<file path="src/core/usc_consts.svh">
`ifndef USC_CONSTS_SVH
`define USC_CONSTS_SVH

// ----------------------------------------
// Register map
// ----------------------------------------
`define USC_ADDR_SOF_THRESHOLD 4'h0
`define USC_ADDR_CONFIG_ONE 4'h1
`define USC_ADDR_STATUS 4'h2

// ----------------------------------------
// Field positions
// ----------------------------------------
`define USC_BIT_EYE 7
`define USC_BIT_OEMON 6
`define USC_BIT_SIDL 4
`define USC_CFG_WR_MASK 8'hd3

// ----------------------------------------
// Reset values and constants
// ----------------------------------------
`define USC_SOF_RESET 8'h00
`define USC_CFG_RESET 8'h00
`define USC_SOF_OVERHEAD 8'h0a

`endif

</file>
<file path="src/core/usc_pkg.sv">
package usc_pkg;
  typedef enum logic [1:0] {
    USC_PPB_NONE = 2'b00,
    USC_PPB_EP0_OUT = 2'b01,
    USC_PPB_ALL = 2'b10,
    USC_PPB_EP1_15 = 2'b11
  } usc_ppb_type;
endpackage : usc_pkg

</file>
<file path="src/core/usc_sof_config.sv">
`timescale 1ns/1ps
`include "usc_consts.svh"

// How it works
// - Threshold holds ten plus largest packet bytes
// - Threshold acts only in host mode
// - Upper byte reads zero, ignores writes
// - Transceiver disable makes the indication follow line drive, whatever the monitor bit
// - Bit seven enables eye-pattern test
module usc_sof_config
  import usc_pkg::*;
(
  // Clock and reset
  input wire logic CLOCK,
  input wire logic RST,
  // Register port
  input wire logic [3:0] ADDR,
  input wire logic [15:0] WDATA,
  input wire logic WR,
  input wire logic RD,
  output logic [15:0] RDATA,
  // Engine status
  input wire logic HOST_MODE,
  input wire logic [15:0] BYTES_TO_SOF,
  input wire logic TOKEN_REQ,
  input wire logic LINE_DRIVE,
  input wire logic TRANSCEIVER_DISABLE,
  // Controls
  output logic TOKEN_GO,
  output logic OE_N,
  output logic EYE_PATTERN_TEST_ENABLE,
  output logic STOP_IN_IDLE,
  output logic [1:0] PINGPONG_BUFFER_MODE
);

  // ----------------------------------------
  // Usage notes
  // ----------------------------------------
  // The threshold is a plain byte count; the engine supplies byte times
  // left before the next frame start, so no scaling happens here.
  // The transceiver disable bit lives in another register and arrives
  // as a level; this block reports its effect on the indication and returns the level in the status word.
  // Every output is registered, which costs one cycle of latency but
  // keeps the engine free of decode glitches.

  // ----------------------------------------
  // Constants
  // ----------------------------------------
  // Held as vectors so single fields of a reset value can be picked out
  localparam logic [7:0] SOF_RESET = `USC_SOF_RESET;
  localparam logic [7:0] CFG_RESET = `USC_CFG_RESET;

  // ----------------------------------------
  // Helpers
  // ----------------------------------------
  // One place decides whether a strobe hits a register index
  function automatic logic reg_hit(
    input logic strobe,
    input logic [3:0] addr,
    input logic [3:0] index
  );
    reg_hit = strobe && (addr == index);
  endfunction : reg_hit

  // The upper byte of every register is unimplemented
  function automatic logic [15:0] low_byte_word(
    input logic [7:0] value
  );
    low_byte_word = {8'h00, value};
  endfunction : low_byte_word

  // Status word: transceiver disable, host mode and last token grant
  function automatic logic [15:0] status_word(
    input logic disable_bit,
    input logic host_bit,
    input logic grant_bit
  );
    status_word = {13'h0, disable_bit, host_bit, grant_bit};
  endfunction : status_word

  // ----------------------------------------
  // Register state
  // ----------------------------------------
  logic [7:0] threshold_count_field_reg;
  logic [7:0] threshold_count_field_next;

  logic eye_pattern_test_enable_reg;
  logic eye_pattern_test_enable_next;

  logic output_enable_monitor_enable_reg;
  logic output_enable_monitor_enable_next;

  logic stop_in_idle_reg;
  logic stop_in_idle_next;

  usc_ppb_type pingpong_buffer_mode_reg;
  usc_ppb_type pingpong_buffer_mode_next;

  logic [15:0] rdata_reg;
  logic [15:0] rdata_next;

  logic oe_n_reg;
  logic oe_n_next;

  logic token_go_reg;
  logic token_go_next;

  // ----------------------------------------
  // Decoded and derived values
  // ----------------------------------------
  logic threshold_write;
  logic config_write;
  logic threshold_read;
  logic config_read;
  logic status_read;
  logic [7:0] config_one_view;
  logic [15:0] bytes_threshold;
  logic withhold;
  logic line_drive_reported;

  // ----------------------------------------
  // Write decode
  // ----------------------------------------
  // An unmapped index hits nothing, so such a write is simply lost
  always_comb begin
    threshold_write = 1'b0;
    config_write = 1'b0;
    if (reg_hit(WR, ADDR, `USC_ADDR_SOF_THRESHOLD)) begin
      threshold_write = 1'b1;
    end else if (reg_hit(WR, ADDR, `USC_ADDR_CONFIG_ONE)) begin
      config_write = 1'b1;
    end
  end

  // ----------------------------------------
  // Read decode
  // ----------------------------------------
  // An unmapped index selects nothing, so the read returns zero
  always_comb begin
    threshold_read = 1'b0;
    config_read = 1'b0;
    status_read = 1'b0;
    if (reg_hit(RD, ADDR, `USC_ADDR_SOF_THRESHOLD)) begin
      threshold_read = 1'b1;
    end else if (reg_hit(RD, ADDR, `USC_ADDR_CONFIG_ONE)) begin
      config_read = 1'b1;
    end else if (reg_hit(RD, ADDR, `USC_ADDR_STATUS)) begin
      status_read = 1'b1;
    end
  end

  // Bits 5, 3 and 2 have no storage and read zero
  always_comb begin
    config_one_view = 8'h00;
    config_one_view[`USC_BIT_EYE] = eye_pattern_test_enable_reg;
    config_one_view[`USC_BIT_OEMON] = output_enable_monitor_enable_reg;
    config_one_view[`USC_BIT_SIDL] = stop_in_idle_reg;
    config_one_view[1:0] = pingpong_buffer_mode_reg;
  end

  // ----------------------------------------
  // Threshold register
  // ----------------------------------------
  // Only the low byte is stored; the upper byte of a write is dropped
  always_comb begin
    threshold_count_field_next = threshold_count_field_reg;
    if (threshold_write) begin
      threshold_count_field_next = WDATA[7:0];
    end
  end

  always_ff @(posedge CLOCK or posedge RST) begin
    if (RST) begin
      threshold_count_field_reg <= SOF_RESET;
    end else begin
      threshold_count_field_reg <= threshold_count_field_next;
    end
  end

  // ----------------------------------------
  // Configuration register
  // ----------------------------------------
  // Written as a whole byte; unimplemented bits are simply not kept
  always_comb begin
    eye_pattern_test_enable_next = eye_pattern_test_enable_reg;
    output_enable_monitor_enable_next = output_enable_monitor_enable_reg;
    stop_in_idle_next = stop_in_idle_reg;
    pingpong_buffer_mode_next = pingpong_buffer_mode_reg;
    if (config_write) begin
      eye_pattern_test_enable_next = WDATA[`USC_BIT_EYE];
      output_enable_monitor_enable_next = WDATA[`USC_BIT_OEMON];
      stop_in_idle_next = WDATA[`USC_BIT_SIDL];
      pingpong_buffer_mode_next = usc_ppb_type'(WDATA[1:0]);
    end
  end

  always_ff @(posedge CLOCK or posedge RST) begin
    if (RST) begin
      eye_pattern_test_enable_reg <= CFG_RESET[`USC_BIT_EYE];
      output_enable_monitor_enable_reg <= CFG_RESET[`USC_BIT_OEMON];
      stop_in_idle_reg <= CFG_RESET[`USC_BIT_SIDL];
      pingpong_buffer_mode_reg <= usc_ppb_type'(CFG_RESET[1:0]);
    end else begin
      eye_pattern_test_enable_reg <= eye_pattern_test_enable_next;
      output_enable_monitor_enable_reg <= output_enable_monitor_enable_next;
      stop_in_idle_reg <= stop_in_idle_next;
      pingpong_buffer_mode_reg <= pingpong_buffer_mode_next;
    end
  end

  // ----------------------------------------
  // Read port
  // ----------------------------------------
  // Read data stand in the cycle after the strobe only, zero otherwise
  always_comb begin
    rdata_next = 16'h0000;
    if (threshold_read) begin
      rdata_next = low_byte_word(threshold_count_field_reg);
    end else if (config_read) begin
      rdata_next = low_byte_word(config_one_view);
    end else if (status_read) begin
      rdata_next = status_word(TRANSCEIVER_DISABLE, HOST_MODE, token_go_reg);
    end
  end

  // Clearing after one cycle lets the bus be read as an OR of slaves
  always_ff @(posedge CLOCK or posedge RST) begin
    if (RST) begin
      rdata_reg <= 16'h0000;
    end else begin
      rdata_reg <= rdata_next;
    end
  end

  // ----------------------------------------
  // Token gating
  // ----------------------------------------
  // Widened so the compare runs on byte times
  assign bytes_threshold = low_byte_word(threshold_count_field_reg);

  // Device mode never withholds: the threshold is a host-only setting
  always_comb begin
    withhold = 1'b0;
    if (HOST_MODE) begin
      withhold = BYTES_TO_SOF < bytes_threshold;
    end
    token_go_next = TOKEN_REQ && !withhold;
  end

  always_ff @(posedge CLOCK or posedge RST) begin
    if (RST) begin
      token_go_reg <= 1'b0;
    end else begin
      token_go_reg <= token_go_next;
    end
  end

  // ----------------------------------------
  // Output-enable indication
  // ----------------------------------------
  // Disable overrides monitor so external transceivers see drive
  always_comb begin
    line_drive_reported = 1'b0;
    if (TRANSCEIVER_DISABLE) begin
      line_drive_reported = LINE_DRIVE;
    end else if (output_enable_monitor_enable_reg) begin
      line_drive_reported = LINE_DRIVE;
    end
    oe_n_next = !line_drive_reported;
  end

  // Idles high so nothing outside sees a drive during reset
  always_ff @(posedge CLOCK or posedge RST) begin
    if (RST) begin
      oe_n_reg <= 1'b1;
    end else begin
      oe_n_reg <= oe_n_next;
    end
  end

  // ----------------------------------------
  // Outputs
  // ----------------------------------------
  assign RDATA = rdata_reg;
  assign OE_N = oe_n_reg;
  assign TOKEN_GO = token_go_reg;
  assign EYE_PATTERN_TEST_ENABLE = eye_pattern_test_enable_reg;
  assign STOP_IN_IDLE = stop_in_idle_reg;
  assign PINGPONG_BUFFER_MODE = pingpong_buffer_mode_reg;

endmodule : usc_sof_config

</file>
<file path="config.mk">
export PLATFORM = sky130hd
export DESIGN_NAME = usc_sof_config
export DESIGN_NICKNAME = d
export VERILOG_FILES = /design/src/core/usc_pkg.sv /design/src/core/usc_sof_config.sv
export VERILOG_INCLUDE_DIRS = /design/src /design/src/core
export SDC_FILE = /design/constraint.sdc
export NUM_CORES = 1
export LEC_CHECK = 0
export BUFFER_PORTS_ARGS = -buffer_cell sky130_fd_sc_hd__buf_2
export CAP_MARGIN = 20
export CORE_MARGIN = 1
export CORE_UTILIZATION = 47
export CTS_CLUSTER_DIAMETER = 100
export CTS_CLUSTER_SIZE = 28
export DETAILED_ROUTE_END_ITERATION = 16
export PLACE_DENSITY = 0.84
export SYNTH_ARGS = -nofsm -noshare
export SYNTH_HDL_FRONTEND = slang
export SYNTH_SLANG_ARGS = --single-unit
</file>
<file path="constraint.sdc">
create_clock -name CLOCK -period 3.6 [get_ports CLOCK]
set_clock_uncertainty 0.1 [all_clocks]
set_input_delay 0.18 -clock CLOCK [delete_from_list [all_inputs] [get_ports CLOCK]]
set_output_delay 0.18 -clock CLOCK [all_outputs]
set_load 0.01 [all_outputs]
</file>
==> results of run 1 <==
==> placed cells by master (no fill, tap or decap), drive strengths merged, types with 2 or more instances in the layout <==
cell / netlist / layout
a21oi: 3 / 3
buf: 9 / 49
clkbuf: 1 / 3
conb: 1 / 8
dfrtp: 22 / 22
dlygate4sd3: 0 / 5
ha: 7 / 7
inv: 8 / 8
mux2: 13 / 13
mux2i: 6 / 6
nand2: 2 / 2
nand4b: 2 / 2
nor2: 10 / 10
nor3: 4 / 4
nor4: 2 / 2
==> per-stage QoR <==
stage	util	instances
2_1_floorplan	-	108
3_3_place_gp	0.6174	175
3_5_place_dp	0.6174	175
4_1_cts	0.6515	184
5_1_grt	0.6515	184
6_report	0.6515	184
==> worst register-to-register path, delay by kind of cell, from the launching register on <==
kind	cells	cell delay (ns)
compound gates	3	0.53
simple gates	1	0.14
flops	1	0.39
buf+inv	1	0.06
fa+ha+maj	1	0.19
==> cells by family (layout without fill, tap and decap cells) <==
kind of cell             after synthesis  after routing  share of synthesized area
flip-flops                            23             23                     0.4910
other                                  1              8                   0.003192
buffers and inverters                 18             66                    0.09052
AND/OR/NAND/NOR                       25             25                     0.1204
AO/OA/AOI/OAI                          8              8                    0.04473
adder cells (fa/ha/maj)                7              7                    0.07454
multiplexers                          19             19                     0.1757
==> final timing paths <==
check	startpoint	to	cells past startpoint
min in group asynchronous	RST	RDATA[6]$_DFF_PP0_	3
max in group asynchronous	RST	threshold_count_field_reg[7]$_DFFE_PP0P_	3
max	threshold_count_field_reg[1]$_DFFE_PP0P_	TOKEN_GO$_DFF_PP0_	6
max reg2reg	threshold_count_field_reg[1]$_DFFE_PP0P_	TOKEN_GO$_DFF_PP0_	6
min reg2reg	threshold_count_field_reg[3]$_DFFE_PP0P_	threshold_count_field_reg[3]$_DFFE_PP0P_	1
min	WDATA[5]	threshold_count_field_reg[5]$_DFFE_PP0P_	2
==> power by group through the flow <==
stage | Sequential (uW) | Combinational, uW | Clock (uW)
after CTS | 322 | 164 | 119
final | 322 | 162 | 117
after floorplan | 328 | 104 | 0
after global placement | 325 | 150 | 0
after detailed placement | 328 | 158 | 0
after global routing | 328 | 184 | 132
==> final cells by class <==
type | count | share of cell area
Clock buffer | 3 | 0.01519
Clock inverter | 1 | 0.003376
Inverter | 8 | 0.02025
Multi-Input combinational cell | 67 | 0.3494
Sequential cell | 23 | 0.3890
Tap cell | 28 | 0.02363
Timing Repair Buffer | 54 | 0.1992
==> repair_timing <==
item,in CTS,in global routing
setup buffers,0,0
endpoints found under the setup margin,0,0
hold buffers,5,0
hold endpoints to repair,25,0
==> per-layer routing <==
metal | GRT usage | wire length [um]
met3 | 0.03801 | 150
met1 | 0.2247 | 945
met2 | 0.3632 | 1164
met5 | 0 | 0
met4 | 0.09009 | 44
==> results.ini, run 1 <==
[timing]
finalCriticalPeriod_ns=1.499
hold_viol=0
tightest_slew_ns=0.8502
setup_violations=0
relSlewSlack=0.4326
post-route-period-util=0.4164
finalWorstSetupSlack_ns=2.101
rsz0062_at_grt=no
slew_viol_final=0
max_freq_mhz=667.1
fin_setup_tns_ns=0
holdWs_ns=0.006611

[synth]
synthFlopType=dfrtp_1
yosys.area.top_type=dfrtp_1
synthMostInstantiatedCell=dfrtp_1
synth_edf_count=0
avgSynthCellArea_um2=11.63
netlist_area_um2=1175
async_reset_ff_frac=1.000
synth_common_cells=dfrtp_1 (22), mux2_2 (13), nor2_1 (9)
netlist_instances=101
synth_area_leaders=dfrtp_1 (47%), mux2_2 (12%), ha_1 (7.5%)
synth_seq_cells=23
yosys.area.top_type_share=0.4686
ys_seq_area_frac=0.4909
yosys_warnings=0
yosysUniqueCellTypes=28

[place]
numPortBuffers=49
dp_hpwl_um=1828
placed_area_um2=1405
dp_slack_ns=2.121
place.gp.congestion=0.8022

[floorplanning]
die_w_um=52.00
die_area_um2=2703
start_util=0.5162
die_h_um=52.00
boundaryPins=66
core-area_um2=2276
num_rows=17

[power_and_ir_drop]
p_switching_uw=177.9
p_int_uw=422.7
p_clk_frac=0.195
leakage_uw=0.0007875
swShare=0.2962
seqPwrFrac=0.536
total_power_uw=600.7
ir_drop_mv=0.3147
powerDensity_nw_per_um2=405.1
pwr-share-comb=0.269

[detailed_routing]
viasPerCell=4.995
firstDrtPassIters=4
drc=0
wirelength_um=2304
ant_nets=0
via_count=919
wl_per_cell_um=12.52
drtIter0Drc=12

[clock_tree]
cts_resized=0
cts_buffers=3
cts.reportedPaths.clkPinSlew_ns=0.12
tritoncts=yes
ctsHtreeMaxLevel=1
cts-root-buf=clkbuf_4
clock-sinks=23
insertion_delay_ns=0.30
cts_buffer_depth=2

[setup_path]
rrSetupSlack_ns=2.10
path_buf_inv=1
crit_chain=inv_1 > ha_1 > nand2b_1 > o221ai_1 > a211oi_1 > o31a_1
cp_data_arrival_time_ns=1.60
path_max_fanout=3
cp_slowest_stage_delay_ns=0.39
critPathRequiredTime_ns=3.70
slowest_stage=dfrtp_1
cp-end-kind=register
cp-start-kind=register
crit_family=compound AO/OA/AOI/OAI gates
critPathKind=reg -> reg

[min_path]
min_path_type=in -> reg

[finish]
area_delta_synth_final_pct=26.20
final_area_um2=1483
antenna_cells=0
fill_cells=198
multi_input_area_um2=518.0
drive_above_1_share=0.4551
regArea_um2=576.8
nets=208

[global_route]
grt_overflow=0
track_usage=0.2009
grt_pass1_wl_um=3946
grt_max_degree=24
antenna_found_initial=0
grt_pass1_vias=974

[run_status]
status=finished, final reports clean

[job]
cap_violations=0

(Power assumes the default switching activity.)
==> run 2, diff against run 1 <==
--- a/config.mk
+++ b/config.mk
@@ -9,11 +9,11 @@
 export BUFFER_PORTS_ARGS = -buffer_cell sky130_fd_sc_hd__buf_2
 export CAP_MARGIN = 20
 export CORE_MARGIN = 1
-export CORE_UTILIZATION = 47
+export CORE_UTILIZATION = 43
 export CTS_CLUSTER_DIAMETER = 100
 export CTS_CLUSTER_SIZE = 28
 export DETAILED_ROUTE_END_ITERATION = 16
-export PLACE_DENSITY = 0.84
+export PLACE_DENSITY = 0.78
 export SYNTH_ARGS = -nofsm -noshare
 export SYNTH_HDL_FRONTEND = slang
 export SYNTH_SLANG_ARGS = --single-unit
==> constraint.sdc (replaced) <==
create_clock -name CLOCK -period 1.4 [get_ports CLOCK]
set_clock_uncertainty 0.1 [all_clocks]
set_input_delay 0.07 -clock CLOCK [delete_from_list [all_inputs] [get_ports CLOCK]]
set_output_delay 0.07 -clock CLOCK [all_outputs]
set_load 0.01 [all_outputs]
==> results.ini, run 2 (synthesized netlist as in run 1, its figures left out) <==
[run_status]
status=finished, violations left
violations=negative setup slack

[timing]
fin_setup_tns_ns=-0.01089
rsz0062_at_grt=yes
finalCriticalPeriod_ns=1.411
holdWs_ns=0.004751
post-route-period-util=1.008
finalWorstSetupSlack_ns=-0.01089
slew_viol_final=0
max_freq_mhz=708.8
hold_viol=0
setup_violations=1

[global_route]
grt_max_degree=16
antenna_found_initial=0
grt_pass1_wl_um=4381
grt_pass1_vias=990
track_usage=0.2216
grt_overflow=0

[clock_tree]
cts.reportedPaths.clkPinSlew_ns=0.13
tritoncts=yes
ctsHtreeMaxLevel=1
clock-sinks=23
cts-root-buf=clkbuf_4
cts_buffers=3
insertion_delay_ns=0.32
cts_buffer_depth=2

[finish]
fin_cells=205
antenna_cells=0
area_delta_synth_final_pct=46.01
fill_cells=211
drive_above_1_share=0.4914
final_area_um2=1715
nets=227
mostFrequentLayoutCell=buf_2
final_cell_mix=buf_2 (49), dfrtp_1 (22), dlygate4sd3_1 (17)

[setup_path]
path_max_fanout=3
worstSetupStartpoint=threshold_count_field_reg[6]$_DFFE_PP0P_
cp_slowest_stage_delay_ns=0.40
cp_data_arrival_time_ns=1.58
rrSetupSlack_ns=-0.01
cp-start-kind=register
slowest_stage=dfrtp_1
critPathKind=reg -> reg
cp-end-kind=register
crit_chain=inv_2 > ha_4 > buf_4 > nand4_1 > a211oi_2 > o31a_1
critPathRequiredTime_ns=1.57
worstRegToRegCells=6
r2r-end=TOKEN_GO$_DFF_PP0_
reg2reg_from=threshold_count_field_reg[6]$_DFFE_PP0P_

[min_path]
hp-start=BYTES_TO_SOF[13]
whs_endpoint=TOKEN_GO$_DFF_PP0_
whs_path_depth=4
min_path_type=in -> reg

[floorplanning]
core-area_um2=2522
boundaryPins=66
die_w_um=54.27
start_util=0.4658
die_h_um=54.27
num_rows=18
die_area_um2=2945

[power_and_ir_drop]
leakage_uw=0.0008744
ir_drop_mv=0.8442
powerDensity_nw_per_um2=993.6

[place]
place.gp.congestion=0.7651
dp_hpwl_um=2052
numPortBuffers=49
dp_cells=182
placed_area_um2=1458

[detailed_routing]
wirelength_um=2835
via_count=990
firstDrtPassIters=4
drc=0
wl_per_cell_um=13.83
viasPerCell=4.829
ant_nets=0
drtIter0Drc=15

[job]
cap_violations=0

[run 2: layout make-up]
| type | instances | area [um^2] | area share |
|---|---|---|---|
| sequential | 23 | 576.8 | 0.3362 |
| multi-input combinational | 67 | 563.0 | 0.3282 |
| timing repair buffer | 73 | 480.5 | 0.2801 |
| tap | 30 | 37.54 | 0.02188 |
| inverter | 8 | 30.03 | 0.01751 |
| clock buffer | 3 | 22.52 | 0.01313 |
| clock inverter | 1 | 5.005 | 0.002918 |
[run 2: what timing repair did]
| item | 4_1_cts | 5_1_grt |
|---|---|---|
| pin swaps | 2 | 0 |
| hold endpoints to repair | 42 | 0 |
| hold buffers | 17 | 0 |
| setup buffers | 2 | 0 |
| gates resized for setup | 7 | 2 |
| endpoints found under the setup margin | 1 | 2 |
[run 2: worst max path at each step]
stage                                    end  slack (ns)  cells after the start
final                     TOKEN_GO$_DFF_PP0_       -0.01                      6
after global routing      TOKEN_GO$_DFF_PP0_       -0.05                      6
after CTS                 TOKEN_GO$_DFF_PP0_       0.001                      5
after detailed placement  TOKEN_GO$_DFF_PP0_       -0.05                      6
after global placement    TOKEN_GO$_DFF_PP0_      -0.002                      5
after floorplan           TOKEN_GO$_DFF_PP0_        0.04                      6
[run 2: worst max-delay path, delay by kind of cell (launching register included)]
kind | cells | cell delay, ns
compound gates | 2 | 0.34
fa+ha+maj | 1 | 0.27
buf+inv | 2 | 0.15
flops | 1 | 0.40
simple gates | 1 | 0.10
[run 2: report_power, final]
group | switching (uW) | internal [uW] | total (uW)
Combinational | 245 | 307 | 552
Clock | 213 | 107 | 321
Sequential | 68.6 | 763 | 831
[run 2: per-stage QoR]
step	util	setup slack [ns]	total power (uW)
floorplan	-	0.03843	1111
global placement	0.5779	-0.001902	1249
detailed placement	0.5779	-0.05342	1279
CTS	0.6766	0.001175	1687
global route	0.6801	-0.05469	1806
finish	0.6801	-0.01089	1704
[run 2: per-layer routing]
metal,vias to the layer above,wire length (um),GRT usage
met3,5,164,0.03611
met1,461,1155,0.2628
met5,-,0,0
li1,481,-,-
met2,43,1470,0.3902
met4,0,45,0.09829
==> run 3, diff against run 2 <==
--- a/config.mk
+++ b/config.mk
@@ -9,11 +9,12 @@
 export BUFFER_PORTS_ARGS = -buffer_cell sky130_fd_sc_hd__buf_2
 export CAP_MARGIN = 20
 export CORE_MARGIN = 1
-export CORE_UTILIZATION = 43
+export CORE_UTILIZATION = 45
+export CTS_BUF_LIST = sky130_fd_sc_hd__clkbuf_4 sky130_fd_sc_hd__clkbuf_8
 export CTS_CLUSTER_DIAMETER = 100
 export CTS_CLUSTER_SIZE = 28
 export DETAILED_ROUTE_END_ITERATION = 16
-export PLACE_DENSITY = 0.78
+export PLACE_DENSITY = 0.81
 export SYNTH_ARGS = -nofsm -noshare
 export SYNTH_HDL_FRONTEND = slang
 export SYNTH_SLANG_ARGS = --single-unit
==> results.ini, run 3 (synthesized netlist as in run 1, its figures left out) <==
[finish]
regArea_um2=576.8
fill_cells=180
multi_input_area_um2=589.3
final_cell_mix=buf_2 (49), dfrtp_1 (22), dlygate4sd3_1 (17)
final_area_um2=1742
mostFrequentLayoutCell=buf_2
fin_cells=205
drive_above_1_share=0.4971
nets=227
antenna_cells=0
area_delta_synth_final_pct=48.24

[power_and_ir_drop]
swShare=0.3051
seqPwrFrac=0.486
p_clk_frac=0.180
powerDensity_nw_per_um2=984.7
p_switching_uw=523.3
leakage_uw=0.0008835
pwr-share-comb=0.334
p_int_uw=1192
total_power_uw=1715
ir_drop_mv=0.8140

[floorplanning]
num_rows=18
boundaryPins=66
die_area_um2=2819
die_w_um=53.10
die_h_um=53.10
core-area_um2=2477
start_util=0.4742

[setup_path]
cp-start-kind=register
critPathRequiredTime_ns=1.51
cp_slowest_stage_delay_ns=0.39
crit_chain=inv_2 > ha_4 > nand2b_4 > o221ai_2 > a211oi_2 > o31a_1
cp-end-kind=register
critPathKind=reg -> reg
slowest_stage=dfrtp_1
cp_data_arrival_time_ns=1.52
path_max_fanout=2
crit_family=compound AO/OA/AOI/OAI gates
path_buf_inv=1

[clock_tree]
insertion_delay_ns=0.31
cts_buffer_depth=2
cts_buffers=3
tritoncts=yes
clock-sinks=23
cts-root-buf=clkbuf_4
ctsHtreeMaxLevel=1
cts.reportedPaths.clkPinSlew_ns=0.13

[detailed_routing]
viasPerCell=4.932
wl_per_cell_um=13.52
wl_met1_um=1067
drtIter0Drc=13
ant_nets=0
top_layer_used=met4
via_count=1011
wl_met2_um=1531
route.met3.wl_um=137
firstDrtPassIters=4
drc=0
wirelength_um=2771

[job]
cap_violations=0

[global_route]
grt_pass1_wl_um=4457
track_usage=0.2252
grt_overflow=0
grt_max_degree=24
antenna_found_initial=0
grt_pass1_vias=1073

[run_status]
violations=negative setup slack
status=finished, violations left

[timing]
slew_viol_final=0
max_freq_mhz=712.2
setup_violations=1
finalCriticalPeriod_ns=1.404
post-route-period-util=1.003
finalWorstSetupSlack_ns=-0.004047
fin_setup_tns_ns=-0.004047
rsz0062_at_grt=yes
hold_viol=0

[place]
place.gp.congestion=0.7652
dp_cells=182
dp_hpwl_um=1987
placed_area_um2=1458
dp_slack_ns=-0.03277
numPortBuffers=49

[min_path]
min_path_type=in -> reg

run 3: final timing paths:
check,start,end,slack (ns),cells after the start
setup / recovery,threshold_count_field_reg[1]$_DFFE_PP0P_,TOKEN_GO$_DFF_PP0_,-0.004,6
hold / removal,BYTES_TO_SOF[8],TOKEN_GO$_DFF_PP0_,0.03,4
setup reg to reg,threshold_count_field_reg[1]$_DFFE_PP0P_,TOKEN_GO$_DFF_PP0_,-0.004,6
hold reg to reg,threshold_count_field_reg[5]$_DFFE_PP0P_,threshold_count_field_reg[5]$_DFFE_PP0P_,0.42,1
max in group asynchronous,RST,OE_N$_DFF_PP1_,0.69,4
min in group asynchronous,RST,RDATA[5]$_DFF_PP0_,0.23,4
run 3: repair_timing:
action	in CTS	in global routing
pin swaps	2	0
hold buffers	17	0
hold endpoints to repair	41	0
gates cloned	0	0
setup endpoints to repair	1	4
gates resized for setup	3	8
setup buffers	1	1
run 3: power by group through the flow:
stage | sequential [uW] | combinational [uW] | clock (uW)
2_1_floorplan | 843 | 268 | 0
3_3_place_gp | 833 | 413 | 0
3_5_place_dp | 840 | 439 | 0
4_1_cts | 825 | 514 | 320
5_1_grt | 847 | 639 | 338
6_report | 833 | 573 | 309
run 3: area by class of cell:
class | count | share of cell area
timing repair buffer | 73 | 0.2759
multi-input combinational | 67 | 0.3384
sequential | 23 | 0.3312
tap | 30 | 0.02155
clock buffer | 3 | 0.01293
inverter | 8 | 0.01724
clock inverter | 1 | 0.002874
run 3: per-layer routing:
layer | vias up | GRT usage
li1 | 482 | -
met5 | - | 0
met3 | 4 | 0.04310
met1 | 481 | 0.2250
met4 | 0 | 0.08333
met2 | 44 | 0.4473
run 3: tightest hold or removal path, cell delays in order:
cell and delay [ns]:
buf_2 0.07, nor4_1 0.04, nand4b_1 0.10, o31a_1 0.13
run 3: per-stage QoR:
step	util	hold slack (ns)
6_report	0.7030	0.03078
5_1_grt	0.7030	0.03283
4_1_cts	0.6798	0.01638
3_5_place_dp	0.5884	0.02650
3_3_place_gp	0.5884	0.01291
2_1_floorplan	-	-0.02882
